`config.mk`:
```
export PLATFORM = sky130hd
export DESIGN_NAME = acps_top
export DESIGN_NICKNAME = d
export VERILOG_FILES = /design/src/hdl/acps_pkg.sv /design/src/hdl/acps_block_if.sv /design/src/hdl/acps_fastcharge.sv /design/src/hdl/acps_top.sv
export SDC_FILE = /design/constraint.sdc
export NUM_CORES = 1
export LEC_CHECK = 0
export BUFFER_PORTS_ARGS = -buffer_cell sky130_fd_sc_hd__clkbuf_2
export CORE_MARGIN = 5
export CORE_UTILIZATION = 46
export CTS_CLUSTER_SIZE = 20
export DETAILED_ROUTE_END_ITERATION = 12
export PLACE_DENSITY_LB_ADDON = 0.08
export SLEW_MARGIN = 10
export SYNTH_ARGS = -nofsm -noshare
export SYNTH_HDL_FRONTEND = slang
export SYNTH_SLANG_ARGS = --single-unit
export TNS_END_PERCENT = 1
```
`constraint.sdc`:
```
create_clock -name clk -period 2.39 [get_ports clk]
set_input_delay 0.1195 -clock clk [delete_from_list [all_inputs] [get_ports clk]]
set_output_delay 0.1195 -clock clk [all_outputs]
set_load 0.05 [all_outputs]
```
`src/hdl/acps_pkg.sv`:
```
// Constants and types for the audio codec power-up sequencer
package acps_pkg;
    localparam int ACPS_BLOCKS = 7;
    localparam int ACPS_IDX_W = 6;
    // ==========================================================
    // Register indices (byte address is four times the index)
    localparam logic [5:0] ACPS_IDX_POWER = 6'h00;
    localparam logic [5:0] ACPS_IDX_AUX = 6'h01;
    localparam logic [5:0] ACPS_IDX_PRECH = 6'h0C;
    localparam logic [5:0] ACPS_IDX_RESET = 6'h10;
    localparam logic [5:0] ACPS_IDX_AMP = 6'h11;
    localparam logic [5:0] ACPS_IDX_CHARGING = 6'h14;
    localparam logic [5:0] ACPS_IDX_READY = 6'h15;
    // ==========================================================
    // Reset values
    localparam logic [7:0] ACPS_RST_POWER = 8'h00;
    localparam logic [7:0] ACPS_RST_AUX = 8'h00;
    localparam logic [7:0] ACPS_RST_PRECH = 8'h00;
    localparam logic [2:0] ACPS_RST_RESET = 3'h0;
    localparam logic [6:0] ACPS_RST_AMP = 7'h00;
    // ==========================================================
    // Field positions
    localparam int ACPS_POW_LEFT_IN = 0;
    localparam int ACPS_POW_RIGHT_IN = 1;
    localparam int ACPS_POW_RIGHT_CONV = 2;
    localparam int ACPS_POW_LEFT_CONV = 3;
    localparam int ACPS_POW_LEFT_OUT = 4;
    localparam int ACPS_POW_RIGHT_OUT = 5;
    localparam int ACPS_POW_AUX_IN = 6;
    localparam int ACPS_POW_DRIVER = 7;
    localparam int ACPS_PRECH_MASTER_ON = 0;
    localparam int ACPS_PRECH_FC_LSB = 1;
    localparam int ACPS_RSTREG_CODEC = 0;
    localparam int ACPS_RSTREG_FILTER = 1;
    localparam int ACPS_RSTREG_MASK = 2;
    localparam int ACPS_AMP_ON = 6;
    localparam int ACPS_AMP_CHARGE = 5;
    localparam int ACPS_AMP_LEVEL = 4;
    localparam int ACPS_AMP_GAIN_MSB = 3;
    // ==========================================================
    // Gain mapping in dB
    localparam logic signed [5:0] ACPS_GAIN_MAX_DB = 6'sh14;
    localparam logic signed [5:0] ACPS_GAIN_STEP_DB = 6'sh03;
    localparam logic signed [5:0] ACPS_GAIN_MIN_DB = -6'sh16;
    localparam logic [3:0] ACPS_GAIN_CODE_ZERO = 4'h0;
    localparam logic [3:0] ACPS_GAIN_CODE_ONE = 4'h1;

    typedef enum logic [1:0] {
        ACPS_BLK_OFF,
        ACPS_BLK_CHARGING,
        ACPS_BLK_READY
    } acps_blk_state_t;

    typedef enum logic [1:0] {
        ACPS_AMP_STANDBY,
        ACPS_AMP_CAP_CHARGE,
        ACPS_AMP_ACTIVE,
        ACPS_AMP_FORBIDDEN
    } acps_amp_mode_t;
endpackage

```
`src/hdl/acps_block_if.sv`:
```
// Power and fastcharge bundle between register file and block tracker
interface acps_block_if #(
    parameter int N = 7
);
    logic [N-1:0] power;
    logic [N-1:0] fastcharge;
    logic [N-1:0] charging;
    logic [N-1:0] ready;

    modport regs (output power, output fastcharge, input charging, input ready);
    modport tracker (input power, input fastcharge, output charging, output ready);
endinterface

```
`src/hdl/acps_fastcharge.sv`:
```
// Per-block fastcharge and power-up tracker
module acps_fastcharge #(
    parameter int N = 7
) (
    input wire logic clk,
    input wire logic rst_b,
    input wire logic ce,
    acps_block_if.tracker blk
);
    // ==========================================================
    // One independent tracker per block
    genvar i;
    generate
        for (i = 0; i < N; i++)
        begin : g_blk
            acps_pkg::acps_blk_state_t state;

            always_ff @(posedge clk or negedge rst_b)
            begin
                if (!rst_b)
                    state <= acps_pkg::ACPS_BLK_OFF;
                else if (ce)
                begin
                    if (!blk.power[i])
                        state <= acps_pkg::ACPS_BLK_OFF;
                    else
                    begin
                        case (state)
                            acps_pkg::ACPS_BLK_OFF:
                                // Power without fastcharge skips the charge
                                state <= blk.fastcharge[i] ? acps_pkg::ACPS_BLK_CHARGING
                                                          : acps_pkg::ACPS_BLK_READY;
                            acps_pkg::ACPS_BLK_CHARGING:
                                if (!blk.fastcharge[i])
                                    state <= acps_pkg::ACPS_BLK_READY;
                            default:
                                state <= state;
                        endcase
                    end
                end
            end

            // Each block has its own state, so all may charge at once
            assign blk.charging[i] = (state == acps_pkg::ACPS_BLK_CHARGING);
            assign blk.ready[i] = (state == acps_pkg::ACPS_BLK_READY);

            chk_charge_start: assert property (@(posedge clk) disable iff (!rst_b)
                (ce && blk.power[i] && blk.fastcharge[i] && state == acps_pkg::ACPS_BLK_OFF)
                |=> blk.charging[i])
                else $error("fastcharge did not start on power");
            chk_power_drop: assert property (@(posedge clk) disable iff (!rst_b)
                (ce && !blk.power[i]) |=> !blk.charging[i] && !blk.ready[i])
                else $error("block stayed up after power cleared");
            chk_charge_end: assert property (@(posedge clk) disable iff (!rst_b)
                (ce && blk.charging[i] && blk.power[i] && !blk.fastcharge[i])
                |=> blk.ready[i])
                else $error("block not ready after fastcharge cleared");
            chk_ready_hold: assert property (@(posedge clk) disable iff (!rst_b)
                (blk.ready[i] && blk.power[i]) |=> !blk.charging[i])
                else $error("ready block recharged without power cycle");
        end
    endgenerate
endmodule // acps_fastcharge

```
`src/hdl/acps_top.sv`:
```
// Audio codec power control registers, amplifier control and block trackers
//
// Register access over Avalon-MM is this design's own decision.
module acps_top #(
    parameter int N = acps_pkg::ACPS_BLOCKS
) (
    input wire logic clk,
    input wire logic rst_b,
    input wire logic ce,
    input wire logic audioReset_b,
    input wire logic [7:0] address,
    input wire logic read,
    input wire logic write,
    input wire logic [3:0] byteenable,
    input wire logic [31:0] writedata,
    output logic [31:0] readdata,
    output logic waitrequest,
    output logic [N-1:0] blockPower,
    output logic [N-1:0] blockCharging,
    output logic [N-1:0] blockReady,
    output logic leftConverterPower,
    output logic rightConverterPower,
    output logic codecReset_b,
    output logic filterReset_b,
    output logic codecResetMask,
    output logic ampOn,
    output logic ampCapCharge,
    output logic ampPowerLevel,
    output logic [3:0] ampGainCode,
    output logic signed [5:0] ampGainDb,
    output logic ampModeError
);
    // ==========================================================
    // Bus slave: one wait state on every access
    logic served;
    logic [5:0] index;
    logic request;
    logic wrEn;
    logic [7:0] powerReg;
    logic [7:0] auxReg;
    logic [7:0] prechReg;
    logic [2:0] resetReg;
    logic [6:0] ampReg;
    logic [7:0] next_readByte;
    acps_pkg::acps_amp_mode_t ampMode;
    acps_block_if #(.N(N)) blk ();

    assign index = address[7:2];
    assign request = read || write;
    // Write lands at the edge where waitrequest is low
    assign wrEn = write && served && byteenable[0] && ce;
    assign waitrequest = request && !served;

    always_ff @(posedge clk or negedge rst_b)
    begin
        if (!rst_b)
            served <= 1'b0;
        else if (ce)
            served <= request && !served;
    end

    always_comb
    begin
        next_readByte = 8'h00;
        if (index == acps_pkg::ACPS_IDX_POWER)
            next_readByte = powerReg;
        else if (index == acps_pkg::ACPS_IDX_AUX)
            next_readByte = auxReg;
        else if (index == acps_pkg::ACPS_IDX_PRECH)
            next_readByte = prechReg;
        else if (index == acps_pkg::ACPS_IDX_RESET)
            next_readByte = {5'h00, resetReg};
        else if (index == acps_pkg::ACPS_IDX_AMP)
            next_readByte = {1'b0, ampReg};
        else if (index == acps_pkg::ACPS_IDX_CHARGING)
            next_readByte = 8'(blk.charging);
        else if (index == acps_pkg::ACPS_IDX_READY)
            next_readByte = 8'(blk.ready);
    end

    // Read data captured during the wait state, stable at release
    always_ff @(posedge clk or negedge rst_b)
    begin
        if (!rst_b)
            readdata <= 32'h00000000;
        else if (ce && read && !served)
            readdata <= {24'h000000, next_readByte};
    end

    // ==========================================================
    // Codec registers; the audio reset pin clears them all, but only in cycles where ce is high
    always_ff @(posedge clk or negedge rst_b)
    begin
        if (!rst_b)
            powerReg <= acps_pkg::ACPS_RST_POWER;
        else if (ce)
        begin
            if (!audioReset_b)
                powerReg <= acps_pkg::ACPS_RST_POWER;
            else if (wrEn && index == acps_pkg::ACPS_IDX_POWER)
                powerReg <= writedata[7:0];
        end
    end

    always_ff @(posedge clk or negedge rst_b)
    begin
        if (!rst_b)
            auxReg <= acps_pkg::ACPS_RST_AUX;
        else if (ce)
        begin
            if (!audioReset_b)
                auxReg <= acps_pkg::ACPS_RST_AUX;
            else if (wrEn && index == acps_pkg::ACPS_IDX_AUX)
                auxReg <= writedata[7:0];
        end
    end

    always_ff @(posedge clk or negedge rst_b)
    begin
        if (!rst_b)
            prechReg <= acps_pkg::ACPS_RST_PRECH;
        else if (ce)
        begin
            if (!audioReset_b)
                prechReg <= acps_pkg::ACPS_RST_PRECH;
            else if (wrEn && index == acps_pkg::ACPS_IDX_PRECH)
                prechReg <= writedata[7:0];
        end
    end

    always_ff @(posedge clk or negedge rst_b)
    begin
        if (!rst_b)
            resetReg <= acps_pkg::ACPS_RST_RESET;
        else if (ce)
        begin
            if (!audioReset_b)
                resetReg <= acps_pkg::ACPS_RST_RESET;
            else if (wrEn && index == acps_pkg::ACPS_IDX_RESET)
                resetReg <= writedata[2:0];
        end
    end

    always_ff @(posedge clk or negedge rst_b)
    begin
        if (!rst_b)
            ampReg <= acps_pkg::ACPS_RST_AMP;
        else if (ce)
        begin
            if (!audioReset_b)
                ampReg <= acps_pkg::ACPS_RST_AMP;
            else if (wrEn && index == acps_pkg::ACPS_IDX_AMP)
                ampReg <= writedata[6:0];
        end
    end

    // ==========================================================
    // Block power pairs: master, line ins, line outs, aux, driver
    assign blk.power = {powerReg[acps_pkg::ACPS_POW_DRIVER],
                        powerReg[acps_pkg::ACPS_POW_AUX_IN],
                        powerReg[acps_pkg::ACPS_POW_RIGHT_OUT],
                        powerReg[acps_pkg::ACPS_POW_LEFT_OUT],
                        powerReg[acps_pkg::ACPS_POW_RIGHT_IN],
                        powerReg[acps_pkg::ACPS_POW_LEFT_IN],
                        prechReg[acps_pkg::ACPS_PRECH_MASTER_ON]};
    assign blk.fastcharge = prechReg[acps_pkg::ACPS_PRECH_FC_LSB +: N];

    acps_fastcharge #(.N(N)) u_fastcharge (
        .clk(clk),
        .rst_b(rst_b),
        .ce(ce),
        .blk(blk)
    );

    assign blockPower = blk.power;
    assign blockCharging = blk.charging;
    assign blockReady = blk.ready;
    // Converters have no fastcharge phase
    assign leftConverterPower = powerReg[acps_pkg::ACPS_POW_LEFT_CONV];
    assign rightConverterPower = powerReg[acps_pkg::ACPS_POW_RIGHT_CONV];
    assign codecReset_b = resetReg[acps_pkg::ACPS_RSTREG_CODEC];
    assign filterReset_b = resetReg[acps_pkg::ACPS_RSTREG_FILTER];
    assign codecResetMask = resetReg[acps_pkg::ACPS_RSTREG_MASK];

    // ==========================================================
    // Amplifier mode, level and gain
    always_comb
    begin
        case ({ampReg[acps_pkg::ACPS_AMP_ON], ampReg[acps_pkg::ACPS_AMP_CHARGE]})
            2'b00: ampMode = acps_pkg::ACPS_AMP_STANDBY;
            2'b01: ampMode = acps_pkg::ACPS_AMP_CAP_CHARGE;
            2'b10: ampMode = acps_pkg::ACPS_AMP_ACTIVE;
            default: ampMode = acps_pkg::ACPS_AMP_FORBIDDEN;
        endcase
    end

    // Forbidden combination parks the amplifier in standby, avoiding a click
    assign ampOn = (ampMode == acps_pkg::ACPS_AMP_ACTIVE);
    assign ampCapCharge = (ampMode == acps_pkg::ACPS_AMP_CAP_CHARGE);
    assign ampModeError = (ampMode == acps_pkg::ACPS_AMP_FORBIDDEN);
    assign ampPowerLevel = ampReg[acps_pkg::ACPS_AMP_LEVEL];
    assign ampGainCode = ampReg[acps_pkg::ACPS_AMP_GAIN_MSB:0];

    always_comb
    begin
        if (ampGainCode == acps_pkg::ACPS_GAIN_CODE_ZERO)
            ampGainDb = acps_pkg::ACPS_GAIN_MIN_DB;
        else
            ampGainDb = 6'(acps_pkg::ACPS_GAIN_MAX_DB - 6'(acps_pkg::ACPS_GAIN_STEP_DB
                        * $signed({2'h0, ampGainCode - acps_pkg::ACPS_GAIN_CODE_ONE})));
    end

    // ==========================================================
    // Checks
    chk_bus_one_wait: assert property (@(posedge clk) disable iff (!rst_b)
        (ce && request && waitrequest) |=> !waitrequest)
        else $error("access not answered after one wait state");

    chk_amp_write: assert property (@(posedge clk) disable iff (!rst_b)
        (wrEn && audioReset_b && index == acps_pkg::ACPS_IDX_AMP)
        |=> ampGainCode == $past(writedata[3:0]) && ampPowerLevel == $past(writedata[4]))
        else $error("amplifier register write not applied");

    chk_gain_top: assert property (@(posedge clk) disable iff (!rst_b)
        (ampGainCode == acps_pkg::ACPS_GAIN_CODE_ONE) |-> ampGainDb == 6'sh14)
        else $error("gain code one is not +20 dB");

    chk_gain_bottom: assert property (@(posedge clk) disable iff (!rst_b)
        (ampGainCode == 4'hF || ampGainCode == 4'h0) |-> ampGainDb == -6'sh16)
        else $error("lowest gain code is not -22 dB");

    chk_gain_step: assert property (@(posedge clk) disable iff (!rst_b)
        (ampGainCode > 4'h1 && $stable(ampReg) == 1'b0 && ampGainCode == $past(ampGainCode) + 4'h1
         && $past(ampGainCode) != 4'h0) |-> ampGainDb == $past(ampGainDb) - 6'sh03)
        else $error("gain step is not 3 dB");

    chk_amp_mode: assert property (@(posedge clk) disable iff (!rst_b)
        !(ampOn && ampCapCharge) && (ampModeError == (ampReg[6] && ampReg[5])))
        else $error("amplifier mode decode wrong");

    chk_pin_clear: assert property (@(posedge clk) disable iff (!rst_b)
        (ce && !audioReset_b) |=> blockPower == '0 && !codecReset_b && !ampOn)
        else $error("audio reset pin did not clear codec state");

    chk_reset_write: assert property (@(posedge clk) disable iff (!rst_b)
        (wrEn && audioReset_b && index == acps_pkg::ACPS_IDX_RESET)
        |=> codecReset_b == $past(writedata[0]) && codecResetMask == $past(writedata[2]))
        else $error("reset register write not applied");

    chk_read_data: assert property (@(posedge clk) disable iff (!rst_b)
        (ce && read && !served && index == acps_pkg::ACPS_IDX_READY)
        |=> readdata == {24'h000000, 8'($past(blk.ready))})
        else $error("ready status read wrong");

    // ==========================================================
    // Freeze, lane, mapping and pin checks
    chk_wait_idle: assert property (@(posedge clk) disable iff (!rst_b)
        !request |-> !waitrequest)
        else $error("wait state shown with no request");

    chk_read_hold: assert property (@(posedge clk) disable iff (!rst_b)
        (ce && (!read || served)) |=> $stable(readdata))
        else $error("read data changed outside a read");

    chk_charge_read: assert property (@(posedge clk) disable iff (!rst_b)
        (ce && read && !served && index == acps_pkg::ACPS_IDX_CHARGING)
        |=> readdata == {24'h000000, 8'($past(blk.charging))})
        else $error("charging status read wrong");

    chk_ce_freeze: assert property (@(posedge clk) disable iff (!rst_b)
        !ce |=> $stable(powerReg) && $stable(prechReg) && $stable(ampReg) && $stable(blockReady))
        else $error("state moved while clock enable low");

    chk_lane_ignore: assert property (@(posedge clk) disable iff (!rst_b)
        (ce && write && !byteenable[0] && audioReset_b) |=> $stable(ampReg) && $stable(powerReg))
        else $error("write without lane zero changed a register");

    chk_conv_write: assert property (@(posedge clk) disable iff (!rst_b)
        (wrEn && audioReset_b && index == acps_pkg::ACPS_IDX_POWER)
        |=> {leftConverterPower, rightConverterPower} == $past(writedata[3:2]))
        else $error("converter power write not applied");

    chk_master_write: assert property (@(posedge clk) disable iff (!rst_b)
        (wrEn && audioReset_b && index == acps_pkg::ACPS_IDX_PRECH)
        |=> blockPower[0] == $past(writedata[0]))
        else $error("master power write not applied");

    chk_filter_write: assert property (@(posedge clk) disable iff (!rst_b)
        (wrEn && audioReset_b && index == acps_pkg::ACPS_IDX_RESET)
        |=> filterReset_b == $past(writedata[1]))
        else $error("filter reset write not applied");

    chk_pin_amp: assert property (@(posedge clk) disable iff (!rst_b)
        (ce && !audioReset_b) |=> ampGainCode == 4'h0 && !leftConverterPower && !codecResetMask)
        else $error("audio reset pin left amplifier or converters set");

    chk_gain_mid: assert property (@(posedge clk) disable iff (!rst_b)
        (ampGainCode == 4'h8) |-> ampGainDb == -6'sh01)
        else $error("gain code eight is not -1 dB");

    chk_mode_write: assert property (@(posedge clk) disable iff (!rst_b)
        (wrEn && audioReset_b && index == acps_pkg::ACPS_IDX_AMP && writedata[6:5] == 2'b11)
        |=> ampModeError && !ampOn && !ampCapCharge)
        else $error("forbidden amplifier mode not parked");
endmodule // acps_top

```
Word level (Yosys, flattened, before mapping). Index checks and enable logic that the tools add are counted. W data, S select, Z words.

Shift-type cells: 0. Muxes and demuxes: 47. Multipliers: 1. Equal/unequal tests: 44. Bitwise gates (word level): 0. Add/sub/neg operators: 2. Reduce and logical (&&, ||, !) cells: 35. $lt $le $gt $ge: 0. Div/mod/pow operators: 0.

Operators with widths (count): $mux W8 (9); $mux W2 (21); $mux W7 (6); $pmux W2 S2 (7); $eq A6 B5 Y1 const B (4); $ne A3 B1 Y1 const B (7); $ne A3 B3 Y1 const B (7); $reduce_and A3 Y1 (7); $eq A2 B2 Y1 const B (10); $eq A2 B1 Y1 const B (9); $logic_not A2 Y1 (8); $logic_and A1 B1 Y1 (11); $ne A2 B1 Y1 const B (5); $reduce_and A2 Y1 (5); $eq A6 B1 Y1 const B (1); $eq A6 B4 Y1 const B (1); $logic_not A6 Y1 (1); $mul A2 B4 Y6 const A (1); $mux W3 (2); $mux W6 (1); $pmux W2 S3 (1); $sub A6 B6 Y6 const A (1); $logic_not A4 Y1 (1); $sub A4 B1 Y4 const B (1); other kinds (2) (2).

Logic and storage cells: 143. Output and inout bits: 73. Memory bits (read-only): 0. Latch bits: 0. Bits of input ports: 50. Flip-flop bits (word level): 57. Memories kept: 0. Memory bits (writable): 0.

Depth between registers and ports, before layout. Gate-level depths: netlist of run 1.

Word-level depth: 8. Gate-level depth with buffers: 11. Gate-level depth less buffers: 10.

Cells and area by module. Synthesis of run 1 repeated with hierarchy kept, for this count alone.

Cell total of the unflattened synthesis: 405. Area total of the unflattened synthesis: 3703.6 um2.

By module, submodules not included: acps_top (seq. area each 1076.0 um2, times used 1, cells an instance 325, area an instance 2897.8 um2); acps_fastcharge (seq. area each 350.3 um2, times used 1, cells an instance 80, area an instance 805.8 um2).

Worst setup path after synthesis of run 1. No wires, ideal clock.

Path kind: reg-to-output. Start point: register ampReg[0]. End point: output port ampGainDb[4]. Data required time: 2.271 ns. Setup slack: -0.708 ns. Data arrival time: 2.978 ns. Path buffers: 1. Stages on the path, launching flop included: 12. Cells stage by stage: dfrtp_1 > clkbuf_1 > inv_1 > ha_1 > inv_1 > ha_1 > inv_1 > ha_1 > a21o_1 > a21oi_1 > xor2_1 > nor2_1.

Cells in the longest elaborated chain, start to end: 4. Elaborated cells on any way between the ends: 5. Classes of those cells: add/sub (2); mul (1); mux (1); reduce/logical (1).

Ends and longest elaborated chain: start, declared (RTL line acps_top.sv:43) `logic [6:0] ampReg;`; start signal, assigned (RTL line acps_top.sv:147) `ampReg <= acps_pkg::ACPS_RST_AMP;`; start signal, assigned (RTL line acps_top.sv:151) `ampReg <= acps_pkg::ACPS_RST_AMP;`; start signal, assigned (RTL line acps_top.sv:153) `ampReg <= writedata[6:0];`; $sub A4 B1 Y4 (RTL line acps_top.sv:210) `* $signed({2'h0, ampGainCode - acps_pkg::ACPS_GAIN_CODE_ONE})));`; $mul A2 B4 Y6 (RTL line acps_top.sv:210); $sub A6 B6 Y6 (RTL line acps_top.sv:209) `ampGainDb = 6'(acps_pkg::ACPS_GAIN_MAX_DB - 6'(acps_pkg::ACPS_GAIN_STEP_DB`; $mux W6 (*) (RTL line acps_top.sv:206) `if (ampGainCode == acps_pkg::ACPS_GAIN_CODE_ZERO)`; end, declared (RTL line acps_top.sv:30) `output logic signed [5:0] ampGainDb,`.

Every way passes the cells marked *; elsewhere a longest branch is shown, timed or not.

Worst setup path in the final report of run 1. Ends and elaborated chain as after synthesis.

==> results of run 1 <==
==> Yosys cell counts, drive strengths merged (2+ instances only) <==
library cell  count
a2111oi           2
a211oi            3
a21oi            23
a221o             2
a221oi            2
a222oi            4
a22oi             6
a31oi             4
and2              9
buf              34
clkbuf            7
dfrtp            57
ha                7
inv              29
mux2             39
nand2            24
nand3b            6
nor2             18
nor2b            16
nor3              6
o21ai             5
o22ai             4
o31ai             7
o41ai             2
or3               2
or3b              4
or4b              2
xnor2             3
xor2              2
==> registers in the layout, summed over array words and instances (netlist names) <==
signal                    cells
powerReg                      8
resetReg                      3
served                        1
readdata                      8
prechReg                      8
u_fastcharge.g_blk.state     14
ampReg                        7
auxReg                        8
==> power groups by stage <==
stage	registers (mW)	clock network (mW)	logic (mW)
after floorplan	1.48	0	1.10
final	1.26	1.11	1.93
after global routing	1.28	1.18	2.04
after detailed placement	1.27	0	1.71
after CTS	1.25	1.13	1.86
after global placement	1.27	0	1.68
==> per-layer routing <==
metal	global-route usage, %	up-vias	share of wire [%]
li1	-	1338	-
met2	30.9	79	48
met5	0	-	0
met1	25.2	1346	45
met3	4.64	13	5.6
met4	5.96	0	1.4
==> area by class of cell <==
class | instances | area (µm²) | share of cell area [%]
clock buffer | 11 | 141 | 3.21
inverter | 29 | 118 | 2.67
timing repair buffer | 90 | 553 | 12.6
sequential | 57 | 1430 | 32.4
tap | 102 | 128 | 2.90
multi-input combinational | 242 | 1930 | 43.9
clock inverter | 5 | 103 | 2.33
==> cell families after synthesis <==
logic type	share of synthesized area, %
AND/OR/NAND/NOR	15.9
AO/OA/AOI/OAI	14.5
buffers and inverters	11.2
flip-flops	40.2
multiplexers	14.4
adder cells (fa/ha/maj)	2.47
XOR/XNOR	1.24
other	0.106
==> how the worst max path moves through the flow <==
stage / cells past startpoint / slack (ns) / endpoint
2_1_floorplan: 11 / -0.11 / ampGainDb[4]
3_3_place_gp: 10 / -0.09 / ampGainDb[4]
3_5_place_dp: 10 / -0.11 / ampGainDb[4]
4_1_cts: 11 / -0.28 / ampGainDb[4]
5_1_grt: 11 / -0.28 / ampGainDb[4]
6_report: 11 / -0.18 / ampGainDb[4]
==> critical path, delay by kind of cell (launching register included) <==
| kind | cells | cell delay, ns |
|---|---|---|
| adder cells (fa/ha/maj) | 3 | 0.77 |
| AO/OA/AOI/OAI | 2 | 0.33 |
| flip-flops | 1 | 0.41 |
| buffers and inverters | 4 | 0.37 |
| AND/OR/NAND/NOR | 1 | 0.05 |
| XOR/XNOR | 1 | 0.18 |
==> what timing repair did <==
item                       4_1_cts  5_1_grt
setup buffers                    3        3
hold buffers                     1        0
setup endpoints to repair        3        3
resized for setup               13        6
pin swaps                        8       12
hold endpoints to repair        28        0
==> per-stage QoR <==
step / setup slack (ns) / hold WS (ns) / cell area, µm² / cells / setup TNS [ns]
after detailed placement: -0.114 / 0.232 / 4000 / 513 / -0.136
after global placement: -0.0924 / 0.232 / 4000 / 513 / -0.0924
after CTS: -0.279 / 0.210 / 4350 / 533 / -0.490
after global routing: -0.283 / 0.244 / 4400 / 536 / -0.547
after floorplan: -0.109 / -0.176 / 3690 / 369 / -0.194
final: -0.181 / 0.216 / 4400 / 536 / -0.295
==> metrics.md, run 1 <==
| Metric | Value |
|---|---|
| First drt pass iteration count | 4 |
| Seq pwr share | 29.2% |
| Initial DRC count | approximately 170 |
| Global-route wire length before repair | 14500 µm |
| Total gr overflow | 0 |
| Largest net degree at the start of global routing | 30 |
| Row cnt | 32 |
| R2r startpoint | served |
| Crit path capture type | primary output |
| Post-Syn Area | 0.00355 mm² |
| Post-synth EDFFs | 0 |
| Top post-synthesis cells by area | dfrtp_1 40%, mux2_2 7.3%, mux2_4 6.8% |
| Worst path slowest cell | dfrtp_1 |
| R2r endpoint | ampReg[0] |
| Clk pwr share | 25.9% |
| Outcome | complete, but fails checks |
| Starting Density | 46.6% |
| Relative slew margins | 48.7% |
| Layout Utilization | 57.8% |
| NetSw | 1.77 mW |
| Final worst path period need | 2.57 ns |
| Root Driver | clkbuf_8 |
| Max-cap violations | 0 |
| Synth Flop Type | dfrtp_1 |
| Slew Viols, Final | 0 |
| Hold path startpoint | writedata[6] |
| Yosys top cell area share | 40.2% |
| Filler cells | 691 |
| R2R depth | 4 |
| CTS Buf Count | 9 |
| Area Overhead vs Synth | 24.1% |
| Final Power | 4.29 mW |
| Cells after synthesis | 346 |
| Most used cell, CP | ha_4 |
| Hold Path Depth | 3 |
| Layout cells sized above 1 | 41.2% |
| Remaining DRCs | 0 |
| Failing checks | negative setup slack |
| Worst Tran Pin Value | 0.770 ns |
| Clock Path Buffers | 2 |
| Total GRT Usage | 19.0% |
| Initial antenna violation count | 0 |
| Final WS setup | -0.181 ns |
| Leak | around 2.1 nW |
| Switching share of power | 41.3% |
| Detailed Route WL | 8950 µm |
| Clock-pin slew on the worst setup and hold paths | 0.07 ns |
| Worst setup path category | register to primary output |
| CP peak stage delay | 0.41 ns |
| TritonCTS clock tree | done |
| FMAX | slightly below 0.4 GHz |
| Final period util | 108% |
| PD cells | 975 mW/mm² |
| Clock Latency Late Sink | 0.34 ns |
| Worst-path fanout max | 3 |
| Final Hold Viols | 0 |
| Die height | approximately 100 µm |
| CP Launch Type | register |
| Worst min path class | primary input to register |
| Sink Count | 57 |
| CP required | between 2 and 2.5 ns |
| Die width | 97.8 µm |
| Setup violations, final | 3 |
| Die ar. | 0.00956 mm² |
| Nets | around 500 |
| Routability cong. | 0.769 |
| Detailed placement HPWL | about 6600 µm |
| Buffers on Ports | 69 |
| Critical path, cell by cell | inv_4 -> ha_4 -> clkinvlp_4 -> ha_4 -> inv_4 -> ha_4 -> a21o_1 -> a21oi_4 -> xor2_2 -> nor2_4 -> buf_8 |
| CP Data Arrival Time | between 2 and 2.5 ns |
| Hold endpoint | powerReg[6] |
| Async SR Flop Fraction | 100% |
| DR vias/cell | ~5.2 |
| Logic pwr share | 44.9% |
| Worst ir drop on vdd | about 0.43 mV |
| Antenna-violating nets left | 0 |
| Dominant cell type by area after synthesis | dfrtp_1 |
| H-tree Lvls | 3 |
| Library cells used by synthesis | 58 |
| Worst Clk Skew | approximately 0.0077 ns |
| Num ports | 123 |
| Most common cell after layout, fill and taps aside | clkbuf_2 |
| Sequential share of the synthesized area | a little over 40% |
| Pint | 2.52 mW |
| Syn avg cell area | 10.2 µm² |
| Number of global-route vias before repair | 2808 |
| Core area | 0.00761 mm² |
| Ant diodes | 0 |
| Crit path from | ampReg[0] |
| Most frequent cells in the layout | 66 x clkbuf_2, 57 x dfrtp_1, 25 x inv_1 |
| Routed len/inst | 16.7 µm |
| RSZ-0062 raised after global routing | true |
| Setup slack, reg-to-reg | 0.65 ns |
| Yosys warns | 0 |
| Yosys reg bits | 57 |
| Routed vias | about 2800 |
Note: power is estimated with default switching activity, not from simulation.
==> inputs of run 2 (changes only) <==
--- a/config.mk
+++ b/config.mk
@@ -8,7 +8,8 @@
 export BUFFER_PORTS_ARGS = -buffer_cell sky130_fd_sc_hd__clkbuf_2
 export CORE_MARGIN = 5
 export CORE_UTILIZATION = 46
-export CTS_CLUSTER_SIZE = 20
+export CTS_BUF_LIST = sky130_fd_sc_hd__clkbuf_16
+export CTS_CLUSTER_SIZE = 30
 export DETAILED_ROUTE_END_ITERATION = 12
 export PLACE_DENSITY_LB_ADDON = 0.08
 export SLEW_MARGIN = 10
==> run 2 against run 1 <==
The flow still finishes with violations (negative setup slack). Count of clock-buffer cells in the layout down 2. Clock power up 31%. Register-to-register slack about the same. Worst hold slack better by 0.0097 ns. Critical path type unchanged. Critical endpoint unchanged. Largest cell class unchanged.
==> metrics.md, run 2 (synthesis gave the netlist of run 1 again) <==
| Metric | Value |
|---|---|
| Largest Register | u_fastcharge.g_blk.state |
| Critical path, cell by cell | inv_4 -> ha_4 -> clkinvlp_4 -> ha_4 -> inv_4 -> ha_4 -> a21o_1 -> a21oi_2 -> xor2_2 -> nor2_4 -> buf_8 |
| Final WS setup | -0.192 ns |
| Detailed placement HPWL | between 6000 and 7000 µm |
| Total GRT Usage | around a fifth |
| Slew Viols, Final | 0 |
| DR vias/cell | approximately 5.2 |
| Clock-pin slew on the worst setup and hold paths | roughly 0.050 ns |
| Sink Count | 57 |
| CP Data Arrival Time | 2.46 ns |
| Final period util | 108% |
| Setup TNS | -0.322 ns |
| Worst setup path category | register to primary output |
| Worst min path class | primary input to register |
| Final Power | 4.62 mW |
| Worst Clk Skew | 0.00454 ns |
| Largest net degree at the start of global routing | 30 |
| FMAX | 0.387 GHz |
| Routed len/inst | 17.1 µm |
| Area Overhead vs Synth | 26.5% |
| Largest register FFs | 14 |
| RSZ-0062 raised after global routing | true |
| Buffers on Ports | between 60 and 70 |
| Post-route insts no fill | 536 |
| Placed cells | slightly above 500 |
| Crit path buf inv count | 4 |
| Row cnt | 32 |
| Worst ir drop on vdd | 0.479 mV |
| Routability cong. | 0.769 |
| Clock Path Buffers | 2 |
| Layout cells sized above 1 | 41.0% |
| Die width | slightly below 100 µm |
| Num ports | 123 |
| CP required | 2.27 ns |
| Clock Latency Late Sink | 0.33 ns |
| Most frequent cells in the layout | 66 x clkbuf_2, 57 x dfrtp_1, 26 x inv_1 |
| Total gr overflow | 0 |
| Nets | 486 |
| Design Area, Final | about 0.0045 mm² |
| Detailed Route WL | 9140 µm |
| Worst Tran Pin Value | 0.803 ns |
| Crit path capture type | primary output |
| H-tree Lvls | 3 |
| Root Driver | clkbuf_16 |
| Remaining DRCs | 0 |
| Outcome | complete, but fails checks |
| Worst-path fanout max | 3 |
| Post-Place Setup Slack | -0.114 ns |
| Relative slew margins | a little under half |
| First drt pass iteration count | 5 |
| Worst path slowest cell | dfrtp_1 |
| CTS Buf Count | 9 |
| Initial antenna violation count | 0 |
| Routed vias | 2791 |
| CP Launch Type | register |
| Leak | 2.14 nW |
| Core area | 0.00761 mm² |
| Antenna-violating nets left | 0 |
| PD cells | 1030 mW/mm² |
| CP top delay family | adder cells |
| Failing checks | negative setup slack |
| Initial DRC count | 162 |
| CP peak stage delay | about 0.40 ns |
| Die ar. | roughly 0.0096 mm² |
| Final Hold Viols | 0 |
| Starting Density | 46.6% |
| Ant diodes | 0 |
| Number of global-route vias before repair | roughly 2800 |
| Most common cell after layout, fill and taps aside | clkbuf_2 |
| TritonCTS clock tree | done |
| Placed Area | 0.00400 mm² |
| Most used cell, CP | ha_4 |
| Setup violations, final | 3 |
| Global-route wire length before repair | 14600 µm |
| Final worst path period need | 2.58 ns |
| Max-cap violations | 0 |
| Die height | around 100 µm |
run 2: per-stage QoR:
stage	hold WS (ns)	util (%)
finish	0.225	58.9
global route	0.270	58.9
CTS	0.231	58.4
detailed placement	0.232	52.5
global placement	0.232	52.5
floorplan	-0.176	-
run 2: repair_timing:
item                                    CTS  global route
hold buffers                              1             0
gates resized for setup                  13             5
setup buffers                             3             3
pin swaps                                 8            10
endpoints found under the setup margin    3             3
endpoints found under the hold margin    28             0
run 2: layout make-up:
type | count | area (µm²)
Tap cell | 102 | 128
Sequential cell | 57 | 1430
Clock buffer | 9 | 225
Clock inverter | 7 | 110
Inverter | 29 | 118
Fill cell | 674 | 3120
Multi-Input combinational cell | 242 | 1920
Timing Repair Buffer | 90 | 553
run 2: worst paths after layout:
kind / startpoint / end / slack (ns) / depth (start not counted)
worst max-delay path: ampReg[0] / ampGainDb[4] / -0.19 / 11
max in group asynchronous: rst_b / ampReg[0] / 1.34 / 3
worst max register to register: served / ampReg[0] / 0.65 / 4
worst min-delay path: writedata[6] / powerReg[6] / 0.23 / 3
min in group asynchronous: rst_b / prechReg[0] / 0.41 / 2
worst min register to register: auxReg[7] / auxReg[7] / 0.51 / 1
run 2: routing by layer:
metal	global-route usage, %	routed length (µm)	up-vias
met2	31.6	4480	82
met4	7.88	130	0
met1	25.0	4030	1360
met5	0	0	-
li1	-	-	1337
met3	3.93	506	12
run 2: report_power, final:
part / leakage [nW] / internal [mW] / switching (mW) / total, mW
Sequential: 0.730 / 1.12 / 0.145 / 1.26
Clock: 0.164 / 1.01 / 0.442 / 1.45
Combinational: 1.24 / 0.677 / 1.23 / 1.91
run 2: worst min-delay path, cell delays in order:
cell      delay, ns
clkbuf_2       0.07
and2_1         0.18
mux2_4         0.16
==> inputs of run 3 (changes only) <==
--- a/config.mk
+++ b/config.mk
@@ -6,6 +6,8 @@
 export NUM_CORES = 1
 export LEC_CHECK = 0
 export BUFFER_PORTS_ARGS = -buffer_cell sky130_fd_sc_hd__clkbuf_2
+export CAP_MARGIN = 10
+export CORE_ASPECT_RATIO = 1.75
 export CORE_MARGIN = 5
 export CORE_UTILIZATION = 46
 export CTS_BUF_LIST = sky130_fd_sc_hd__clkbuf_16
==> run 3 against run 2 <==
The run still ends with negative setup slack left. Largest power group unchanged. First-iteration DRC count decreased by 13%. Critical path depth unchanged. Register-to-register slack about the same. Routed wire length increased by 0.16%. Largest cell class unchanged. Critical path type unchanged. Sequential cell count unchanged. Clock skew about the same. Total power decreased by 8.5%. Sequential power about the same. Count of clock-buffer cells in the layout unchanged. Worst hold slack got worse by 0.015 ns.
==> metrics.md, run 3 (synthesis gave the netlist of run 1 again) <==
| Metric | Value |
|---|---|
| Outcome | complete, but fails checks |
| Failing checks | negative setup slack |
| Final worst path period need | approximately 2.5 ns |
| Largest register FFs | 14 |
| Largest net degree at the start of global routing | 58 |
| Final WS setup | -0.158 ns |
| Slew Viols, Final | 0 |
| Worst setup path category | register to primary output |
| Most frequent cells in the layout | 66 x clkbuf_2, 57 x dfrtp_1, 25 x inv_1 |
| Largest Register | u_fastcharge.g_blk.state |
| Setup violations, final | 2 |
| Setup slack, reg-to-reg | 0.65 ns |
| Detailed Route WL | between 9000 and 10000 µm |
| Worst min path class | primary input to register |
| Antenna-violating nets left | 0 |
| R2r endpoint | ampReg[6] |
| Leak | 2.10 nW |
| Worst Clk Skew | 0.00462 ns |
| Crit path capture type | primary output |
| CP Launch Type | register |
| Critical path, cell by cell | inv_4 -> ha_4 -> xor2_4 -> ha_4 -> inv_4 -> ha_4 -> a21o_1 -> a21oi_2 -> xor2_2 -> nor2_4 -> buf_8 |
| PD cells | between 900 and 1000 mW/mm² |
| TritonCTS clock tree | done |
| Setup TNS | -0.173 ns |
| Relative slew margins | 51.7% |
| Num ports | between 100 and 150 |
| Worst path slowest cell | dfrtp_1 |
| Layout cells sized above 1 | 41.0% |
| Root Driver | clkbuf_16 |
| RSZ-0062 raised after global routing | true |
| Row cnt | 42 |
| Hold Path Depth | 3 |
| Worst Tran Pin Value | 0.724 ns |
| Die width | between 70 and 80 µm |
| Nets | 485 |
| Ant diodes | 0 |
| Remaining DRCs | 0 |
| CP Data Arrival Time | approximately 2.4 ns |
| Clock-pin slew on the worst setup and hold paths | roughly 0.05 ns |
| Buffers on Ports | 69 |
| Starting Density | a little under half |
| Routed vias | approximately 2800 |
| Clock Latency Late Sink | 0.32 ns |
| R2R depth | 4 |
| Routability cong. | 0.824 |
| Global-route wire length before repair | 14300 µm |
| Hold path startpoint | writedata[7] |
| R2r startpoint | served |
| FMAX | 0.393 GHz |
| Core area | 0.00757 mm² |
| Worst ir drop on vdd | around 0.65 mV |
| Final Power | 4.23 mW |
| Number of global-route vias before repair | approximately 2700 |
| Total GRT Usage | 18.9% |
| Final period util | 107% |
| Placed cells | 502 |
| Post-route insts no fill | 520 |
| Routed len/inst | 17.6 µm |
| Most common cell after layout, fill and taps aside | clkbuf_2 |
| Hold endpoint | prechReg[7] |
| Total gr overflow | 0 |
| Initial DRC count | 141 |
| H-tree Lvls | 3 |
| Post-Place Setup Slack | -0.106 ns |
| DR vias/cell | around 5.3 |
| CP required | 2.27 ns |
| Initial antenna violation count | 0 |
| CTS Buf Count | 9 |
| Sink Count | 57 |
| Detailed placement HPWL | about 7000 µm |
| Max-cap violations | 0 |
| Final Hold Viols | 0 |
| Most used cell, CP | ha_4 |
| Die height | 126 µm |
| Worst-path fanout max | 4 |
| CP peak stage delay | 0.40 ns |
| First drt pass iteration count | 4 |
| Die ar. | 0.00963 mm² |
| Clock Path Buffers | 2 |
| Area Overhead vs Synth | 22.9% |
## run 3: cell count changes in the layout (fill, tap and decap cells not counted), sizes merged
| cell | delta |
|---|---|
| clkinv | +3 |
| bufinv | -3 |
| buf | -1 |
| clkinvlp | -1 |
## run 3: routing by layer
layer  share of wire (%)  vias to the layer above  global-route usage, %
met5                   0                        -                      0
met4                 1.5                        0                   6.08
met3                 4.0                        9                   4.36
met2                  56                       69                   34.6
met1                  39                     1344                   21.3
li1                    -                     1334                      -
## run 3: worst max-delay path, delay by kind of cell, from the launching register on
kind                       cells  cell delay (ns)
AOI/OAI and AO/OA              2             0.36
xor gates and xnor gates       2             0.40
adders and majority gates      3             0.67
buffers and inverters          3             0.22
DFF                            1             0.40
and+or+nand+nor                1             0.05
## run 3: cell type report
class / count / area, µm²
timing repair buffer: 89 / 533
fill: 698 / 3210
clock inverter: 6 / 27.5
inverter: 29 / 118
multi-input combinational: 242 / 1920
sequential: 57 / 1430
tap: 88 / 110
clock buffer: 9 / 225
## run 3: repair_timing
action | CTS | global route
setup buffers | 1 | 1
hold buffers | 1 | 0
endpoints found under the setup margin | 3 | 3
pin swaps | 4 | 3
resized for setup | 12 | 6
endpoints found under the hold margin | 57 | 0
## run 3: worst max path at each step
stage	slack [ns]	to	startpoint	cells past startpoint
final	-0.16	ampGainDb[4]	ampReg[0]	11
after global routing	-0.26	ampGainDb[4]	ampReg[0]	11
after CTS	-0.20	ampGainDb[4]	ampReg[1]	11
after detailed placement	-0.11	ampGainDb[4]	ampReg[1]	11
after global placement	-0.06	ampGainDb[4]	ampReg[1]	11
after floorplan	-0.11	ampGainDb[4]	ampReg[0]	11
## run 3: where the power goes
part	internal, mW	switching [mW]	total (mW)
Sequential	1.12	0.146	1.26
Combinational	0.656	1.22	1.87
Clock	0.677	0.413	1.09
## run 3: stage by stage
stage                     util (%)  cell area, µm²  hold slack (ns)
after floorplan                  -            3690           -0.176
after global placement        52.7            3990            0.310
after detailed placement      52.7            3990            0.307
after CTS                     57.2            4330            0.204
after global routing          57.6            4360            0.228
final                         57.6            4360            0.210
